### config.mk
export PLATFORM = sky130hd
export DESIGN_NAME = cbi_top
export DESIGN_NICKNAME = d
export VERILOG_FILES = /design/src/shared/cbi_pkg.sv /design/src/logic/cbi_lockout.sv /design/src/logic/cbi_top.sv
export SDC_FILE = /design/constraint.sdc
export NUM_CORES = 1
export LEC_CHECK = 0
export BUFFER_PORTS_ARGS = -buffer_cell sky130_fd_sc_hd__buf_2
export CELL_PAD_IN_SITES_DETAIL_PLACEMENT = 0
export CELL_PAD_IN_SITES_GLOBAL_PLACEMENT = 1
export CORE_MARGIN = 2
export CORE_UTILIZATION = 44
export CTS_CLUSTER_SIZE = 40
export DETAILED_ROUTE_END_ITERATION = 8
export GPL_TIMING_DRIVEN = 0
export PLACE_DENSITY_LB_ADDON = 0.1
export REMOVE_ABC_BUFFERS = 1
export SKIP_LAST_GASP = 1
export SYNTH_ARGS = -nofsm -noshare
export SYNTH_HDL_FRONTEND = slang
export SYNTH_SLANG_ARGS = --single-unit
### constraint.sdc
create_clock -name clk_sys -period 2.1 [get_ports clk_sys]
set_input_delay 0.42 -clock clk_sys [delete_from_list [all_inputs] [get_ports clk_sys]]
set_output_delay 0.42 -clock clk_sys [all_outputs]
set_load 0.03 [all_outputs]
### src/shared/cbi_pkg.sv
package cbi_pkg;

    // Timebase and blanking figures
    localparam int unsigned CLK_HZ = 40000000;
    localparam int unsigned PWM_HZ = 20000;
    localparam int unsigned PWM_DIV = CLK_HZ / PWM_HZ;
    localparam logic [1:0] BLANK_CYCLES = 2'h2;
    localparam logic [1:0] LOCK_CYCLES = 2'h2;
    localparam int unsigned TACH_TIME_US = 140;
    localparam int unsigned TACH_CYCLES = (TACH_TIME_US * (CLK_HZ / 1000000));

    // Drive bit positions within a six-bit drive word
    localparam int unsigned LS_A = 0;
    localparam int unsigned LS_B = 1;
    localparam int unsigned LS_C = 2;
    localparam int unsigned HS_A = 3;
    localparam int unsigned HS_B = 4;
    localparam int unsigned HS_C = 5;

    // Drive word with every switch off, phase-active sense
    localparam logic [5:0] DRIVE_OFF = 6'h00;

    // Position sensor code, sensor 1 in the top bit
    typedef struct packed {
        logic position_sensor_1;
        logic position_sensor_2;
        logic position_sensor_3;
    } cbi_hall_t;

    // Drive word, 1 means the switch is to be on
    typedef struct packed {
        logic [2:0] hs_on;
        logic [2:0] ls_on;
    } cbi_drive_t;

endpackage

### src/logic/cbi_lockout.sv
`timescale 1ns/10ps
// One cross-conduction lockout flop per drive output
module cbi_lockout
(
    // Clock and reset
    input wire logic clk_sys,
    input wire logic arst_n,
    // Timebase
    input wire logic pwm_tick,
    // Requested and granted drive
    input wire logic [5:0] req_on,
    output logic [5:0] drive_on,
    output logic [5:0] lock_set
);

    typedef struct packed {
        logic [5:0] lock;
        logic [5:0][1:0] cnt;
        logic [5:0] on;
    } cbi_lock_st_t;

    cbi_lock_st_t s_q, s_d;

    // Opposing output of the same phase
    function automatic int unsigned opp(input int unsigned i);
        return (i < 3) ? i + 3 : i - 3;
    endfunction

    //////////////////////////////////////////////////////////////////////
    // A drive turns on only when the opposite flop is clear
    always_comb
    begin
        s_d = s_q;
        for (int unsigned i = 0; i < 6; i++)
        begin
            s_d.on[i] = req_on[i] & ~s_q.lock[opp(i)] & ~s_q.on[opp(i)];
            if (s_q.on[i])
            begin
                s_d.lock[i] = 1'b1;
                s_d.cnt[i] = 2'h0;
            end
            else if (s_q.lock[i] && pwm_tick)
            begin
                // Count every tick after turn-off, a partial first period included
                if (s_q.cnt[i] == cbi_pkg::LOCK_CYCLES - 2'h1)
                    s_d.lock[i] = 1'b0;
                else
                    s_d.cnt[i] = s_q.cnt[i] + 2'h1;
            end
        end
    end

    always_ff @(posedge clk_sys or negedge arst_n)
    begin
        if (!arst_n)
            s_q <= '0;
        else
            s_q <= s_d;
    end

    assign drive_on = s_q.on;
    assign lock_set = s_q.lock;

    //////////////////////////////////////////////////////////////////////
    a_no_overlap: assert property (@(posedge clk_sys) disable iff (!arst_n)
        (drive_on[2:0] & drive_on[5:3]) == 3'h0)
        else $error("high and low side of a phase on together");
    a_lock_follows_on: assert property (@(posedge clk_sys) disable iff (!arst_n)
        drive_on[0] |=> lock_set[0])
        else $error("lockout not set after drive on");
    a_lock_blocks_opp: assert property (@(posedge clk_sys) disable iff (!arst_n)
        lock_set[0] |=> !drive_on[3])
        else $error("opposing drive on while locked");
    a_lock_holds_tick: assert property (@(posedge clk_sys) disable iff (!arst_n)
        $fell(drive_on[1]) ##1 !pwm_tick |=> lock_set[1])
        else $error("lockout cleared without a timebase tick");

endmodule

### src/logic/cbi_top.sv
`timescale 1ns/10ps
// Operation
// - Sensor latches pass the sensors through and capture at once on a transition.
// - After a capture the latches stay closed until both the second PWM timebase tick and the end of the tach pulse.
// - Six lockout flops, each set whenever its drive is switched on.
// - A lockout flop clears only on the second timebase tick after its drive goes off.
// - A set lockout flop inhibits the opposite drive of the same phase.
// - Each valid code and direction turns on exactly one low and one high side drive.
// - Codes all-low or all-high turn every drive off regardless of direction.
// - A sensor change loads the latches and fires a fixed tach pulse that blocks loading.
module cbi_top #(
    parameter int unsigned PWM_DIV = cbi_pkg::PWM_DIV,
    parameter int unsigned TACH_CYCLES = cbi_pkg::TACH_CYCLES
)
(
    // Clock and reset
    input wire logic clk_sys,
    input wire logic arst_n,
    // Sensors and direction
    input cbi_pkg::cbi_hall_t hall,
    input wire logic dir_fwd,
    // Drives; low side active high, high side active low (pull low = on)
    output logic [2:0] low_side_drive,
    output logic [2:0] high_side_drive_n,
    // Status
    output logic tach_out,
    output cbi_pkg::cbi_hall_t hall_held
);

    typedef struct packed {
        logic [15:0] div;
        logic [1:0] blank;
        logic [15:0] tach;
        logic [2:0] held;
        logic held_ok;
        logic [5:0] req;
    } cbi_st_t;

    cbi_st_t s_q, s_d;
    logic tick;
    logic [5:0] drive_on;

    // Commutation decode: {hs_c,hs_b,hs_a,ls_c,ls_b,ls_a}
    function automatic logic [5:0] decode(input logic [2:0] h, input logic fwd);
        logic [5:0] r;
        r = cbi_pkg::DRIVE_OFF;
        unique case ({fwd, h})
            // Forward rotation
            4'h9: r = 6'h0a;
            4'hb: r = 6'h0c;
            4'ha: r = 6'h14;
            4'he: r = 6'h11;
            4'hc: r = 6'h21;
            4'hd: r = 6'h22;
            // Reverse rotation
            4'h5: r = 6'h14;
            4'h4: r = 6'h0c;
            4'h6: r = 6'h0a;
            4'h2: r = 6'h22;
            4'h3: r = 6'h21;
            4'h1: r = 6'h11;
            default: r = cbi_pkg::DRIVE_OFF;
        endcase
        return r;
    endfunction

    // Codes with every sensor equal never occur on a healthy rotor
    function automatic logic code_ok(input logic [2:0] h);
        return (h != 3'h0) && (h != 3'h7);
    endfunction

    //////////////////////////////////////////////////////////////////////
    // Timebase, blanking, tach and position latches
    always_comb
    begin
        s_d = s_q;
        tick = (s_q.div == 16'(PWM_DIV - 1));
        s_d.div = tick ? 16'h0000 : s_q.div + 16'h0001;
        if (s_q.tach != 16'h0000)
            s_d.tach = s_q.tach - 16'h0001;
        if (s_q.blank != 2'h0 && tick)
            s_d.blank = s_q.blank - 2'h1;
        // Latch is transparent while open; tach high also holds it shut
        if (hall != s_q.held && s_q.blank == 2'h0 && s_q.tach == 16'h0000)
        begin
            s_d.held = hall;
            s_d.blank = cbi_pkg::BLANK_CYCLES;
            s_d.tach = 16'(TACH_CYCLES);
            s_d.held_ok = 1'b1;
        end
        // Drives follow only the held code, never the raw sensors
        s_d.req = s_q.held_ok ? decode(s_q.held, dir_fwd) : cbi_pkg::DRIVE_OFF;
    end

    always_ff @(posedge clk_sys or negedge arst_n)
    begin
        if (!arst_n)
            s_q <= '0;
        else
            s_q <= s_d;
    end

    //////////////////////////////////////////////////////////////////////
    cbi_lockout u_lock (
        .clk_sys(clk_sys),
        .arst_n(arst_n),
        .pwm_tick(tick),
        .req_on(s_q.req),
        .drive_on(drive_on),
        .lock_set()
    );

    // Output pins: drives from the lockout flops, tach and held code from the latch state
    assign low_side_drive = drive_on[2:0];
    assign high_side_drive_n = ~drive_on[5:3];
    assign tach_out = (s_q.tach != 16'h0000);
    assign hall_held = s_q.held;

    //////////////////////////////////////////////////////////////////////
    a_latch_frozen: assert property (@(posedge clk_sys) disable iff (!arst_n)
        (s_q.blank != 2'h0) |=> $stable(s_q.held))
        else $error("position latch moved while blanked");
    a_capture_now: assert property (@(posedge clk_sys) disable iff (!arst_n)
        (hall != s_q.held && s_q.blank == 2'h0 && !tach_out) |=> s_q.held == $past(hall))
        else $error("transition not captured at once");
    a_tach_fires: assert property (@(posedge clk_sys) disable iff (!arst_n)
        $changed(s_q.held) |-> tach_out)
        else $error("no tach pulse on load");
    a_invalid_off: assert property (@(posedge clk_sys) disable iff (!arst_n)
        (s_q.held == 3'h0 || s_q.held == 3'h7) |=> s_q.req == 6'h00)
        else $error("drive requested on invalid code");
    a_one_each: assert property (@(posedge clk_sys) disable iff (!arst_n)
        (s_q.held_ok && s_q.held != 3'h0 && s_q.held != 3'h7) |=>
        ($onehot(s_q.req[2:0]) && $onehot(s_q.req[5:3])))
        else $error("not one low and one high drive");
    a_reset_off: assert property (@(posedge clk_sys) disable iff (!arst_n)
        !s_q.held_ok |-> (low_side_drive == 3'h0 && high_side_drive_n == 3'h7))
        else $error("drive on before a code was held");

    // Timebase divider wraps once per period
    a_tick_wraps: assert property (@(posedge clk_sys) disable iff (!arst_n)
        tick |=> s_q.div == 16'h0000)
        else $error("timebase did not wrap on tick");
    a_tick_counts: assert property (@(posedge clk_sys) disable iff (!arst_n)
        !tick |=> s_q.div == $past(s_q.div) + 16'h0001)
        else $error("timebase skipped a count");

    // Blank window length is counted in timebase ticks only
    a_blank_loaded: assert property (@(posedge clk_sys) disable iff (!arst_n)
        $changed(s_q.held) |-> s_q.blank == cbi_pkg::BLANK_CYCLES)
        else $error("blank window not started on load");
    a_blank_waits: assert property (@(posedge clk_sys) disable iff (!arst_n)
        (s_q.blank != 2'h0 && !tick) |=> $stable(s_q.blank))
        else $error("blank window moved without a tick");
    a_blank_steps: assert property (@(posedge clk_sys) disable iff (!arst_n)
        (s_q.blank != 2'h0 && tick) |=> s_q.blank == $past(s_q.blank) - 2'h1)
        else $error("blank window missed a tick");
    a_load_gated: assert property (@(posedge clk_sys) disable iff (!arst_n)
        $changed(s_q.held) |-> ($past(s_q.blank) == 2'h0 && !$past(tach_out)))
        else $error("latch loaded while shut");
    a_latch_open: assert property (@(posedge clk_sys) disable iff (!arst_n)
        (s_q.blank == 2'h0 && !tach_out && hall == s_q.held) |=> $stable(s_q.held))
        else $error("latch moved without a sensor change");

    // Tach pulse is a fixed count from each load
    a_tach_loaded: assert property (@(posedge clk_sys) disable iff (!arst_n)
        $changed(s_q.held) |-> s_q.tach == 16'(TACH_CYCLES))
        else $error("tach count not loaded");
    a_tach_holds: assert property (@(posedge clk_sys) disable iff (!arst_n)
        tach_out |=> $stable(s_q.held))
        else $error("latch loaded during tach pulse");
    a_tach_runs: assert property (@(posedge clk_sys) disable iff (!arst_n)
        (s_q.tach > 16'h0001) |=> tach_out)
        else $error("tach pulse ended early");
    a_tach_ends: assert property (@(posedge clk_sys) disable iff (!arst_n)
        (s_q.tach == 16'h0001) |=> !tach_out)
        else $error("tach pulse ran long");

    // Drive requests follow the held code only
    a_req_before_code: assert property (@(posedge clk_sys) disable iff (!arst_n)
        !s_q.held_ok |=> s_q.req == 6'h00)
        else $error("drive requested before a code was held");
    a_code_sticks: assert property (@(posedge clk_sys) disable iff (!arst_n)
        s_q.held_ok |=> s_q.held_ok)
        else $error("held code flag dropped");
    a_req_valid: assert property (@(posedge clk_sys) disable iff (!arst_n)
        (s_q.held_ok && code_ok(s_q.held)) |=> s_q.req != 6'h00)
        else $error("valid code requested no drive");
    a_pins_invalid: assert property (@(posedge clk_sys) disable iff (!arst_n)
        (!code_ok(s_q.held)) [*3] |-> (low_side_drive == 3'h0 && high_side_drive_n == 3'h7))
        else $error("drive on with an invalid code");
    a_drive_from_req: assert property (@(posedge clk_sys) disable iff (!arst_n)
        (drive_on & ~$past(s_q.req)) == 6'h00)
        else $error("drive on without a request");

    // Pin level checks; a shoot-through here would short the supply
    a_one_low_pin: assert property (@(posedge clk_sys) disable iff (!arst_n)
        $onehot0(low_side_drive))
        else $error("more than one low side on");
    a_one_high_pin: assert property (@(posedge clk_sys) disable iff (!arst_n)
        $onehot0(~high_side_drive_n))
        else $error("more than one high side on");
    a_phase_pins: assert property (@(posedge clk_sys) disable iff (!arst_n)
        (low_side_drive & ~high_side_drive_n) == 3'h0)
        else $error("both sides of a phase on at the pins");

    // A drive may rise only after its partner stood off for the two cycles before
    a_rise_ls_a: assert property (@(posedge clk_sys) disable iff (!arst_n)
        $rose(low_side_drive[0]) |->
        ($past(high_side_drive_n[0]) && $past(high_side_drive_n[0], 2)))
        else $error("phase a low side on too soon");
    a_rise_ls_b: assert property (@(posedge clk_sys) disable iff (!arst_n)
        $rose(low_side_drive[1]) |->
        ($past(high_side_drive_n[1]) && $past(high_side_drive_n[1], 2)))
        else $error("phase b low side on too soon");
    a_rise_ls_c: assert property (@(posedge clk_sys) disable iff (!arst_n)
        $rose(low_side_drive[2]) |->
        ($past(high_side_drive_n[2]) && $past(high_side_drive_n[2], 2)))
        else $error("phase c low side on too soon");
    a_rise_hs_a: assert property (@(posedge clk_sys) disable iff (!arst_n)
        $fell(high_side_drive_n[0]) |->
        (!$past(low_side_drive[0]) && !$past(low_side_drive[0], 2)))
        else $error("phase a high side on too soon");
    a_rise_hs_b: assert property (@(posedge clk_sys) disable iff (!arst_n)
        $fell(high_side_drive_n[1]) |->
        (!$past(low_side_drive[1]) && !$past(low_side_drive[1], 2)))
        else $error("phase b high side on too soon");
    a_rise_hs_c: assert property (@(posedge clk_sys) disable iff (!arst_n)
        $fell(high_side_drive_n[2]) |->
        (!$past(low_side_drive[2]) && !$past(low_side_drive[2], 2)))
        else $error("phase c high side on too soon");

endmodule

**After elaboration in Yosys (flattened, before gate mapping)**

Memory sizes are Yosys's and may differ from the RTL's.
Index checks and enable logic that the tools add are counted.

- Register bits: 68
- Bits in read-only memories: 96
- Memories: 1

- $add $sub $neg: 9
- Equal/unequal tests: 14
- Muxes and demuxes: 41
- Bitwise logic cells: 25
- Reduce and logical (&&, ||, !) cells: 39

Memories:

| memory | words | width | rd ports | clocked after memory_dff | wr ports | RTL line | RTL |
|---|---|---|---|---|---|---|---|
| (name not given) | 16 | 6 | 1 | 0 | 0 | cbi_top.sv:47 | `unique case ({fwd, h})` |

Operators with widths:

| operator | count |
|---|---|
| $mux W2 | 19 |
| $mux W16 | 2 |
| $reduce_bool A2 Y1 | 15 |
| $reduce_and A2 Y1 | 12 |
| $mux W22 | 1 |
| $mux W1 | 18 |
| $add A16 B1 Y16 const B | 1 |
| $eq A16 B11 Y1 const B | 1 |
| $logic_not A16 Y1 | 1 |
| $reduce_bool A16 Y1 | 1 |
| $sub A16 B1 Y16 const B | 1 |
| $add A2 B1 Y2 const B | 6 |
| $and A1 B1 Y1 | 12 |
| $eq A2 B1 Y1 const B | 6 |
| $ne A2 B1 Y1 const B | 6 |
| $not A1 Y1 | 12 |
| $logic_and A1 B1 Y1 | 9 |
| $mux W6 | 1 |
| $ne A3 B3 Y1 | 1 |
| $not A3 Y3 | 1 |
| $logic_not A2 Y1 | 1 |
| $sub A2 B1 Y2 const B | 1 |

**Depth between registers and ports, before layout**

Gate-level depths: netlist of the first run.

- Word-level depth: 4
- Mapped depth: 7
- Depth with buffers taken out: 6

**Modules after synthesis**

From an unflattened synthesis of the first run, not the netlist that was laid out.

- Cell total of the unflattened synthesis: 309
- Area, all modules: 3,418.3 um^2

By module, submodules not included:

| module | instances | cells each | area each (um^2) | sequential area each (um^2) |
|---|---|---|---|---|
| cbi_top | 1 | 200 | 2,150.8 | 1,101.1 |
| cbi_lockout | 1 | 109 | 1,267.5 | 600.6 |

**Worst setup path before layout of the first run**

No wires, ideal clock.

- Path kind: register to output
- Start: register s_q[12] in the netlist's numbering
- End: output tach_out
- Arrival time: 1.791 ns
- Required time: 1.680 ns
- Setup slack: -0.111 ns
- Stages on the path, launching flop included: 6
- Path buffers: 1
- Cell sequence: dfrtp_1 -> or4_4 -> or3_1 -> buf_2 -> nor2_1 -> inv_1

- Cells in the longest elaborated chain, start to end: 1

RTL lines:

| what | RTL line | RTL |
|---|---|---|
| start, declared | cbi_top.sv:39 | `cbi_st_t s_q, s_d;` |
| start signal, assigned | cbi_top.sv:98 | `s_q <= '0;` |
| start signal, assigned | cbi_top.sv:100 | `s_q <= s_d;` |
| $reduce_bool A16 Y1 | cbi_top.sv:116 | `assign tach_out = (s_q.tach != 16'h0000);` |
| end, declared | cbi_top.sv:26 | `output logic tach_out,` |

No other way between the ends.

**Worst setup path in the final report of the first run**

- Start: register s_q[13] in the netlist's numbering
- End: output tach_out

Same word-level chain as after synthesis.

==> results.json, run 1 <==
{
  "outcome": "finished with violations",
  "violations": "negative setup slack",
  "grt_max_degree": 69,
  "syn_area_sq_mm": 0.003347,
  "antenna_found_initial": 0,
  "fin_ws_ns": -0.2292,
  "synth_top_flop_cell": "dfrtp_1",
  "cp_cell_sequence": "or4_4 -> or3_4 -> nor2_4 -> inv_2 -> buf_6",
  "crit_family": "simple AND/OR/NAND/NOR gates",
  "die_area_sq_mm": 0.008320,
  "wl_per_cell_um": 13.94,
  "area_growth_pct": 15.70,
  "drive_gt1_share_pct": 21.17,
  "place_ws_ns": -0.5750,
  "dp_cells": 422,
  "relSlewSlack_pct": 43.00,
  "synth-seq-area-share_pct": 50.84,
  "synth.largest_area_cell": "dfrtp_1",
  "num_io_pins": 16,
  "gr-total-overflow": 0,
  "critPathKind": "reg2out",
  "synthTopCellsByArea": "dfrtp_1 51%, xnor2_1 3.9%, ha_1 3.7%",
  "start_util_pct": 45.90,
  "cts_buffers": 9,
  "drt_iter0_drc": 80,
  "post_synth.cell_area_avg_sq_um": 10.27,
  "portBuffers": 15,
  "yosys_register_bits": 68,
  "pwr_density_cell_mw_per_mm2": 583.3,
  "period_needed_ns": 2.329,
  "avgViaCountPerCell": 5.251,
  "p_leak_nw": 1.713,
  "start_kind": "register",
  "cts_root_buf": "clkbuf_8",
  "synth_edf_count": 0,
  "fmax_ghz": 0.4293,
  "skew_ns": 0.004403,
  "synthArstFlopShare_pct": 100.0,
  "slew_violations": 0,
  "synth_top_area_share_pct": 50.84,
  "insertion_delay_ns": 0.33,
  "clk_pin_slew_ns": 0.07,
  "coreArea_sq_mm": 0.007292,
  "syn_inst": 326,
  "hold_violations": 0,
  "synthDistinctLibCells": 49,
  "die_x_um": 91.22,
  "fin_nets": 372,
  "setup_violations": 4,
  "layout.cells.most_common": "dfrtp_1",
  "grt_pass1_wl_um": 11440,
  "clockBufferDepth": 2,
  "drtPass1Iterations": 6,
  "clock_sinks": 68,
  "critPathArrivalTime_ns": 1.91,
  "cp_slowest_stage_delay_ns": 0.54,
  "routabilityCongestion": 0.7691,
  "n_antenna_cell": 0,
  "postRouteAntennaNets": 0,
  "fin_crit_sh_pct": 110.9,
  "yosys_warnings": 0,
  "end_kind": "output port",
  "path_max_fanout": 2,
  "cts_tree": "done",
  "grt_util_all_layers_pct": 17.18,
  "drt_wl_total_um": 6383,
  "fp-row-count": 31,
  "hp-class": "in2async",
  "dp_hpwl_um": 3943,
  "vdd_drop_max_uv": 454.6,
  "cp.required_ns": 1.68,
  "vias": 2405,
  "final_cells": 458,
  "die_h_um": 91.22,
  "rsz0062_at_grt": "yes",
  "drv_cap": 0,
  "mostFrequentLayoutCells": "68 x dfrtp_1, 21 x buf_4, 19 x inv_1, 19 x nor2_1, 16 x nand2_1",
  "cts_htree_levels": 3,
  "path_buf_inv": 2,
  "worst_pin_slew_ns": 0.8551,
  "cp_slowest_cell": "or4_4",
  "drc": 0,
  "grt_pass1_vias": 2397
}
[metal layers]
layer / routed length, um / track usage (%)
met1: 3221 / 24.05
met2: 2907 / 26.11
met3: 164 / 3.817
met4: 89 / 6.566
met5: 0 / 0
[layout make-up]
class                   instances  area [sq um]
flip-flops and latches         68          1702
clock inverters                 2         12.51
fillers                       700          3420
clock buffers                  12         145.1
well taps                      99         123.9
inverters                      20         75.07
multi-input cells             220          1558
repair buffers                 37         256.5
[where the power goes]
part	total, mW	switching [mW]	internal (mW)
registers	1.31	0	1.31
logic	0.0366	0.0308	0.00577
clock network	0.913	0.466	0.447
total	2.26	0.497	1.76
[through the flow]
stage / hold WS, ns / cell area, sq um / TNS (ns) / power [mW] / util, %
floorplan: 0.1244 / 3251 / -3.897 / 1.338 / -
global placement: 0.4379 / 3450 / -23.34 / 1.372 / 47.31
detailed placement: 0.4399 / 3457 / -12.82 / 1.373 / 47.41
CTS: 0.2470 / 3855 / -0.6226 / 2.292 / 52.87
global route: 0.2800 / 3872 / -0.9073 / 2.349 / 53.11
finish: 0.1979 / 3872 / -0.5255 / 2.259 / 53.11
[synth_stat cells (all sizes together), types with 2 or more instances]
| library cell | n |
|---|---|
| dfrtp | 68 |
| nor2 | 21 |
| inv | 20 |
| nand2 | 16 |
| o21ai | 15 |
| xnor2 | 15 |
| nor3 | 14 |
| nand3 | 13 |
| a21oi | 12 |
| buf | 11 |
| ha | 10 |
| or3 | 9 |
| xor2 | 9 |
| nor2b | 8 |
| nor3b | 8 |
| and2 | 7 |
| clkbuf | 7 |
| nor4 | 7 |
| nand2b | 6 |
| a211oi | 5 |
| a311oi | 5 |
| a31oi | 5 |
| nand4b | 5 |
| or4 | 4 |
| a21o | 3 |
| mux2 | 3 |
| nand4 | 3 |
| and3 | 2 |
| or2 | 2 |
[flip-flops by register name, indices dropped and copies added, names as in the netlist]
signal           flops
s_q                 41
u_lock.s_q          12
hall_held            3
u_lock.drive_on      6
u_lock.lock_set      6
[logic make-up after synthesis]
kind of cell             count (synthesis)  synth area share [%]
multiplexers                             4                 1.308
AO/OA/AOI/OAI                           52                 9.795
XOR/XNOR                                24                 6.281
adder cells (fa/ha/maj)                 10                 3.738
flip-flops                              68                 50.84
AND/OR/NAND/NOR                        130                 22.92
buffers and inverters                   38                 5.121
[repair_timing]
| action | 4_1_cts | 5_1_grt |
|---|---|---|
| pin swaps | 9 | 1 |
| hold buffers | 0 | 0 |
| endpoints found under the setup margin | 43 | 8 |
| setup buffers | 22 | 0 |
| gates resized for setup | 21 | 5 |
| endpoints found under the hold margin | 0 | 0 |
[path summary, 6_finish.rpt]
check	from	endpoint	slack, ns	depth (start not counted)
setup reg to reg	s_q[13]	hall_held[1]	-0.10	6
max in group asynchronous	arst_n	s_q[3]	1.34	1
setup / recovery	s_q[13]	tach_out	-0.23	5
hold reg to reg	u_lock.lock_set[5]	u_lock.drive_on[2]	0.46	1
hold / removal	arst_n	s_q[41]	0.20	1
min in group clk_sys	hall[0]	hall_held[0]	0.35	2
[worst reg2reg max path: stages, from the launching register on]
cell and delay (ns):
dfrtp_1 0.38, or4_4 0.54, or3_4 0.37, buf_4 0.18
nor3_4 0.18, buf_6 0.15, mux2_4 0.30
Power figures use the tool's default switching activity.
==> inputs of run 2 (changes only) <==
--- a/config.mk
+++ b/config.mk
@@ -5,11 +5,13 @@
 export SDC_FILE = /design/constraint.sdc
 export NUM_CORES = 1
 export LEC_CHECK = 0
+export ABC_AREA = 1
 export BUFFER_PORTS_ARGS = -buffer_cell sky130_fd_sc_hd__buf_2
+export CAP_MARGIN = 20
 export CELL_PAD_IN_SITES_DETAIL_PLACEMENT = 0
 export CELL_PAD_IN_SITES_GLOBAL_PLACEMENT = 1
 export CORE_MARGIN = 2
-export CORE_UTILIZATION = 44
+export CORE_UTILIZATION = 42
 export CTS_CLUSTER_SIZE = 40
 export DETAILED_ROUTE_END_ITERATION = 8
 export GPL_TIMING_DRIVEN = 0
==> run 2 against run 1 <==
- the flow now finishes without violations
- critical path depth rose by 1
- maximum frequency grew 18%
- worst hold slack lost 0.015 ns
- wire length grew 13%
- final area rose by 8.9%
- register-to-register slack improved by 0.50 ns
- clock-buffer cell count down 1
- sequential share of layout area down 3.6 points
- combinational power is 21% higher
==> results.json, run 2 <==
{
  "outcome": "completed",
  "synth_simple_gate_area_share_pct": 34.48,
  "synth_adder_area_share_pct": 3.309,
  "wl_per_cell_um": 11.97,
  "gr-total-overflow": 0,
  "start_kind": "register",
  "synth.largest_area_cell": "dfrtp_1",
  "synthDistinctLibCells": 34,
  "power_frac_comb_pct": 1.6,
  "synthTopCellsByArea": "dfrtp_1 45%, nand2_1 9.7%, nor2_1 7.5%",
  "cts_buffers": 9,
  "end_kind": "output port",
  "clock_sinks": 68,
  "pwr-share-seq_pct": 48.0,
  "synth_compound_gate_area_share_pct": 5.261,
  "setup_violations": 0,
  "relSlewSlack_pct": 41.74,
  "antenna_found_initial": 0,
  "synth_top_family_by_area": "simple AND/OR/NAND/NOR gates",
  "largest_reg_flops": 41,
  "fin_nets": 505,
  "fin_ws_ns": 0.1252,
  "drv_cap": 0,
  "p_int_mw": 2.175,
  "vdd_drop_max_uv": 319.7,
  "skew_ns": 0.01255,
  "fillers": 864,
  "die_area_sq_mm": 0.009777,
  "path_max_fanout": 4,
  "synthArstFlopShare_pct": 100.0,
  "drt_wl_total_um": 7208,
  "drive_gt1_share_pct": 17.61,
  "portBuffers": 15,
  "num_io_pins": 16,
  "n_antenna_cell": 0,
  "yosys_register_bits": 68,
  "cts_root_buf": "clkbuf_8",
  "drtPass1Iterations": 4,
  "dp_hpwl_um": 5292,
  "synth.area.mux_share_pct": 0,
  "mostFrequentLayoutCells": "98 x nand2_1, 74 x nor2_1, 68 x dfrtp_1",
  "fin_tns_setup_ns": 0,
  "clock_power_share_pct": 50.4,
  "layout.cells.most_common": "nand2_1",
  "grt_max_degree": 69,
  "synthTopCellsByCount": "98 x nand2_1, 76 x nor2_1, 68 x dfrtp_1, 68 x inv_1, 33 x nand3_1",
  "fmax_ghz": 0.5064,
  "rsz0062_at_grt": "no",
  "area_growth_pct": 11.52,
  "fp-row-count": 34,
  "syn_inst": 470,
  "synth_edf_count": 0,
  "avgViaCountPerCell": 4.729,
  "insertion_delay_ns": 0.35,
  "switching_share_pct": 20.25,
  "hold_ws_ns": 0.1825,
  "period_needed_ns": 1.975,
  "grt_pass1_wl_um": 12980,
  "place_ws_ns": 0.3619,
  "clk_pin_slew_ns": 0.07,
  "pwr_density_cell_mw_per_mm2": 646.7,
  "vias": 2847,
  "grt_util_all_layers_pct": 16.60,
  "synth_most_common_cell": "nand2_1",
  "cts_tree": "done",
  "die_x_um": 98.88,
  "critPathKind": "reg2out",
  "drc": 0,
  "yosys_warnings": 0,
  "regMostFlops": "s_q",
  "routabilityCongestion": 0.8226,
  "postRouteAntennaNets": 0,
  "post-cts-setup-buffer-count": 0,
  "slew_violations": 0,
  "drt_iter0_drc": 81,
  "post_synth.cell_area_avg_sq_um": 8.045,
  "coreArea_sq_mm": 0.008721,
  "synthXorXnorAreaFrac_pct": 2.548,
  "cts_htree_levels": 3,
  "clockBufferDepth": 2,
  "synth_top_area_share_pct": 45.00,
  "cp.required_ns": 1.68,
  "p_sw_mw": 0.5522,
  "syn_area_sq_mm": 0.003781,
  "synth_top_flop_cell": "dfrtp_1",
  "die_h_um": 98.88,
  "start_util_pct": 43.36,
  "top_regs": "s_q (41), u_lock.s_q (12)",
  "critPathArrivalTime_ns": 1.55,
  "fin_crit_sh_pct": 94.04,
  "worst_pin_slew_ns": 0.8739,
  "hp-class": "in2async",
  "synth-seq-area-share_pct": 45.00,
  "hold_violations": 0,
  "grt_pass1_vias": 2860,
  "p_leak_nw": 2.196
}
-- run 2: changes by cell type after synthesis, sizes merged, moves of 9 or more --
cell	delta
nand2	+97
nor2	+66
inv	+55
nor3	-10
xnor2	-12
or3	-9
nand3	+32
-- run 2: power by group through the flow --
| stage | registers [mW] | logic (mW) | clock network (mW) |
|---|---|---|---|
| 6_report | 1.31 | 0.0443 | 1.37 |
| 5_1_grt | 1.31 | 0.0531 | 1.48 |
| 4_1_cts | 1.31 | 0.0477 | 1.41 |
| 3_5_place_dp | 1.33 | 0.0475 | 0 |
| 3_3_place_gp | 1.33 | 0.0470 | 0 |
| 2_1_floorplan | 1.33 | 0.0107 | 0 |
-- run 2: final timing paths --
check / startpoint / end / slack, ns / cells after the start
worst max-delay path: s_q[10] / tach_out / 0.13 / 6
worst min-delay path: arst_n / s_q[41] / 0.18 / 1
worst max register to register: s_q[10] / hall_held[1] / 0.40 / 9
worst min register to register: u_lock.drive_on[5] / u_lock.drive_on[2] / 0.45 / 1
max in group asynchronous: arst_n / u_lock.drive_on[5] / 1.34 / 1
min in group clk_sys: hall[2] / hall_held[2] / 0.30 / 3
-- run 2: critical path, cell delays in order (launching register included) --
cell and delay, ns:
dfrtp_1 0.41, inv_2 0.09, ha_2 0.22, nand2_1 0.07, nor2_2 0.14, nand3_2 0.11, buf_4 0.18
-- run 2: cell type report --
cell class                 instances  area, sq um  area share, %
clock buffer                      11        151.4          3.591
clock inverter                     5        106.4          2.522
inverter                          78        305.3          7.240
multi-input combinational        317         1737          41.19
sequential                        68         1702          40.36
tap                              108        135.1          3.205
timing repair buffer              15        80.08          1.899
-- run 2: timing repair --
action,in CTS,in global routing
hold buffers,0,0
gates resized for setup,0,7
setup endpoints to repair,0,1
-- run 2: cells by family after synthesis --
family	after synthesis
adder cells (fa/ha/maj)	10
flip-flops	68
buffers and inverters	85
AO/OA/AOI/OAI	34
XOR/XNOR	11
AND/OR/NAND/NOR	262
-- run 2: metal layers --
layer | up-vias | track usage [%] | part of all wire [%]
met4 | 0 | 6.744 | 1.8
met1 | 1309 | 22.22 | 51
met5 | - | 0 | 0
li1 | 1507 | - | -
met2 | 20 | 26.87 | 46
met3 | 11 | 2.695 | 2.0
-- run 2: stage by stage --
| stage | power (mW) | util (%) | std cells | instance area (sq um) |
|---|---|---|---|---|
| floorplan | 1.345 | - | 463 | 3731 |
| global placement | 1.381 | 45.19 | 586 | 3941 |
| detailed placement | 1.382 | 45.22 | 586 | 3944 |
| CTS | 2.765 | 48.18 | 602 | 4202 |
| global route | 2.839 | 48.35 | 602 | 4217 |
| finish | 2.727 | 48.35 | 602 | 4217 |
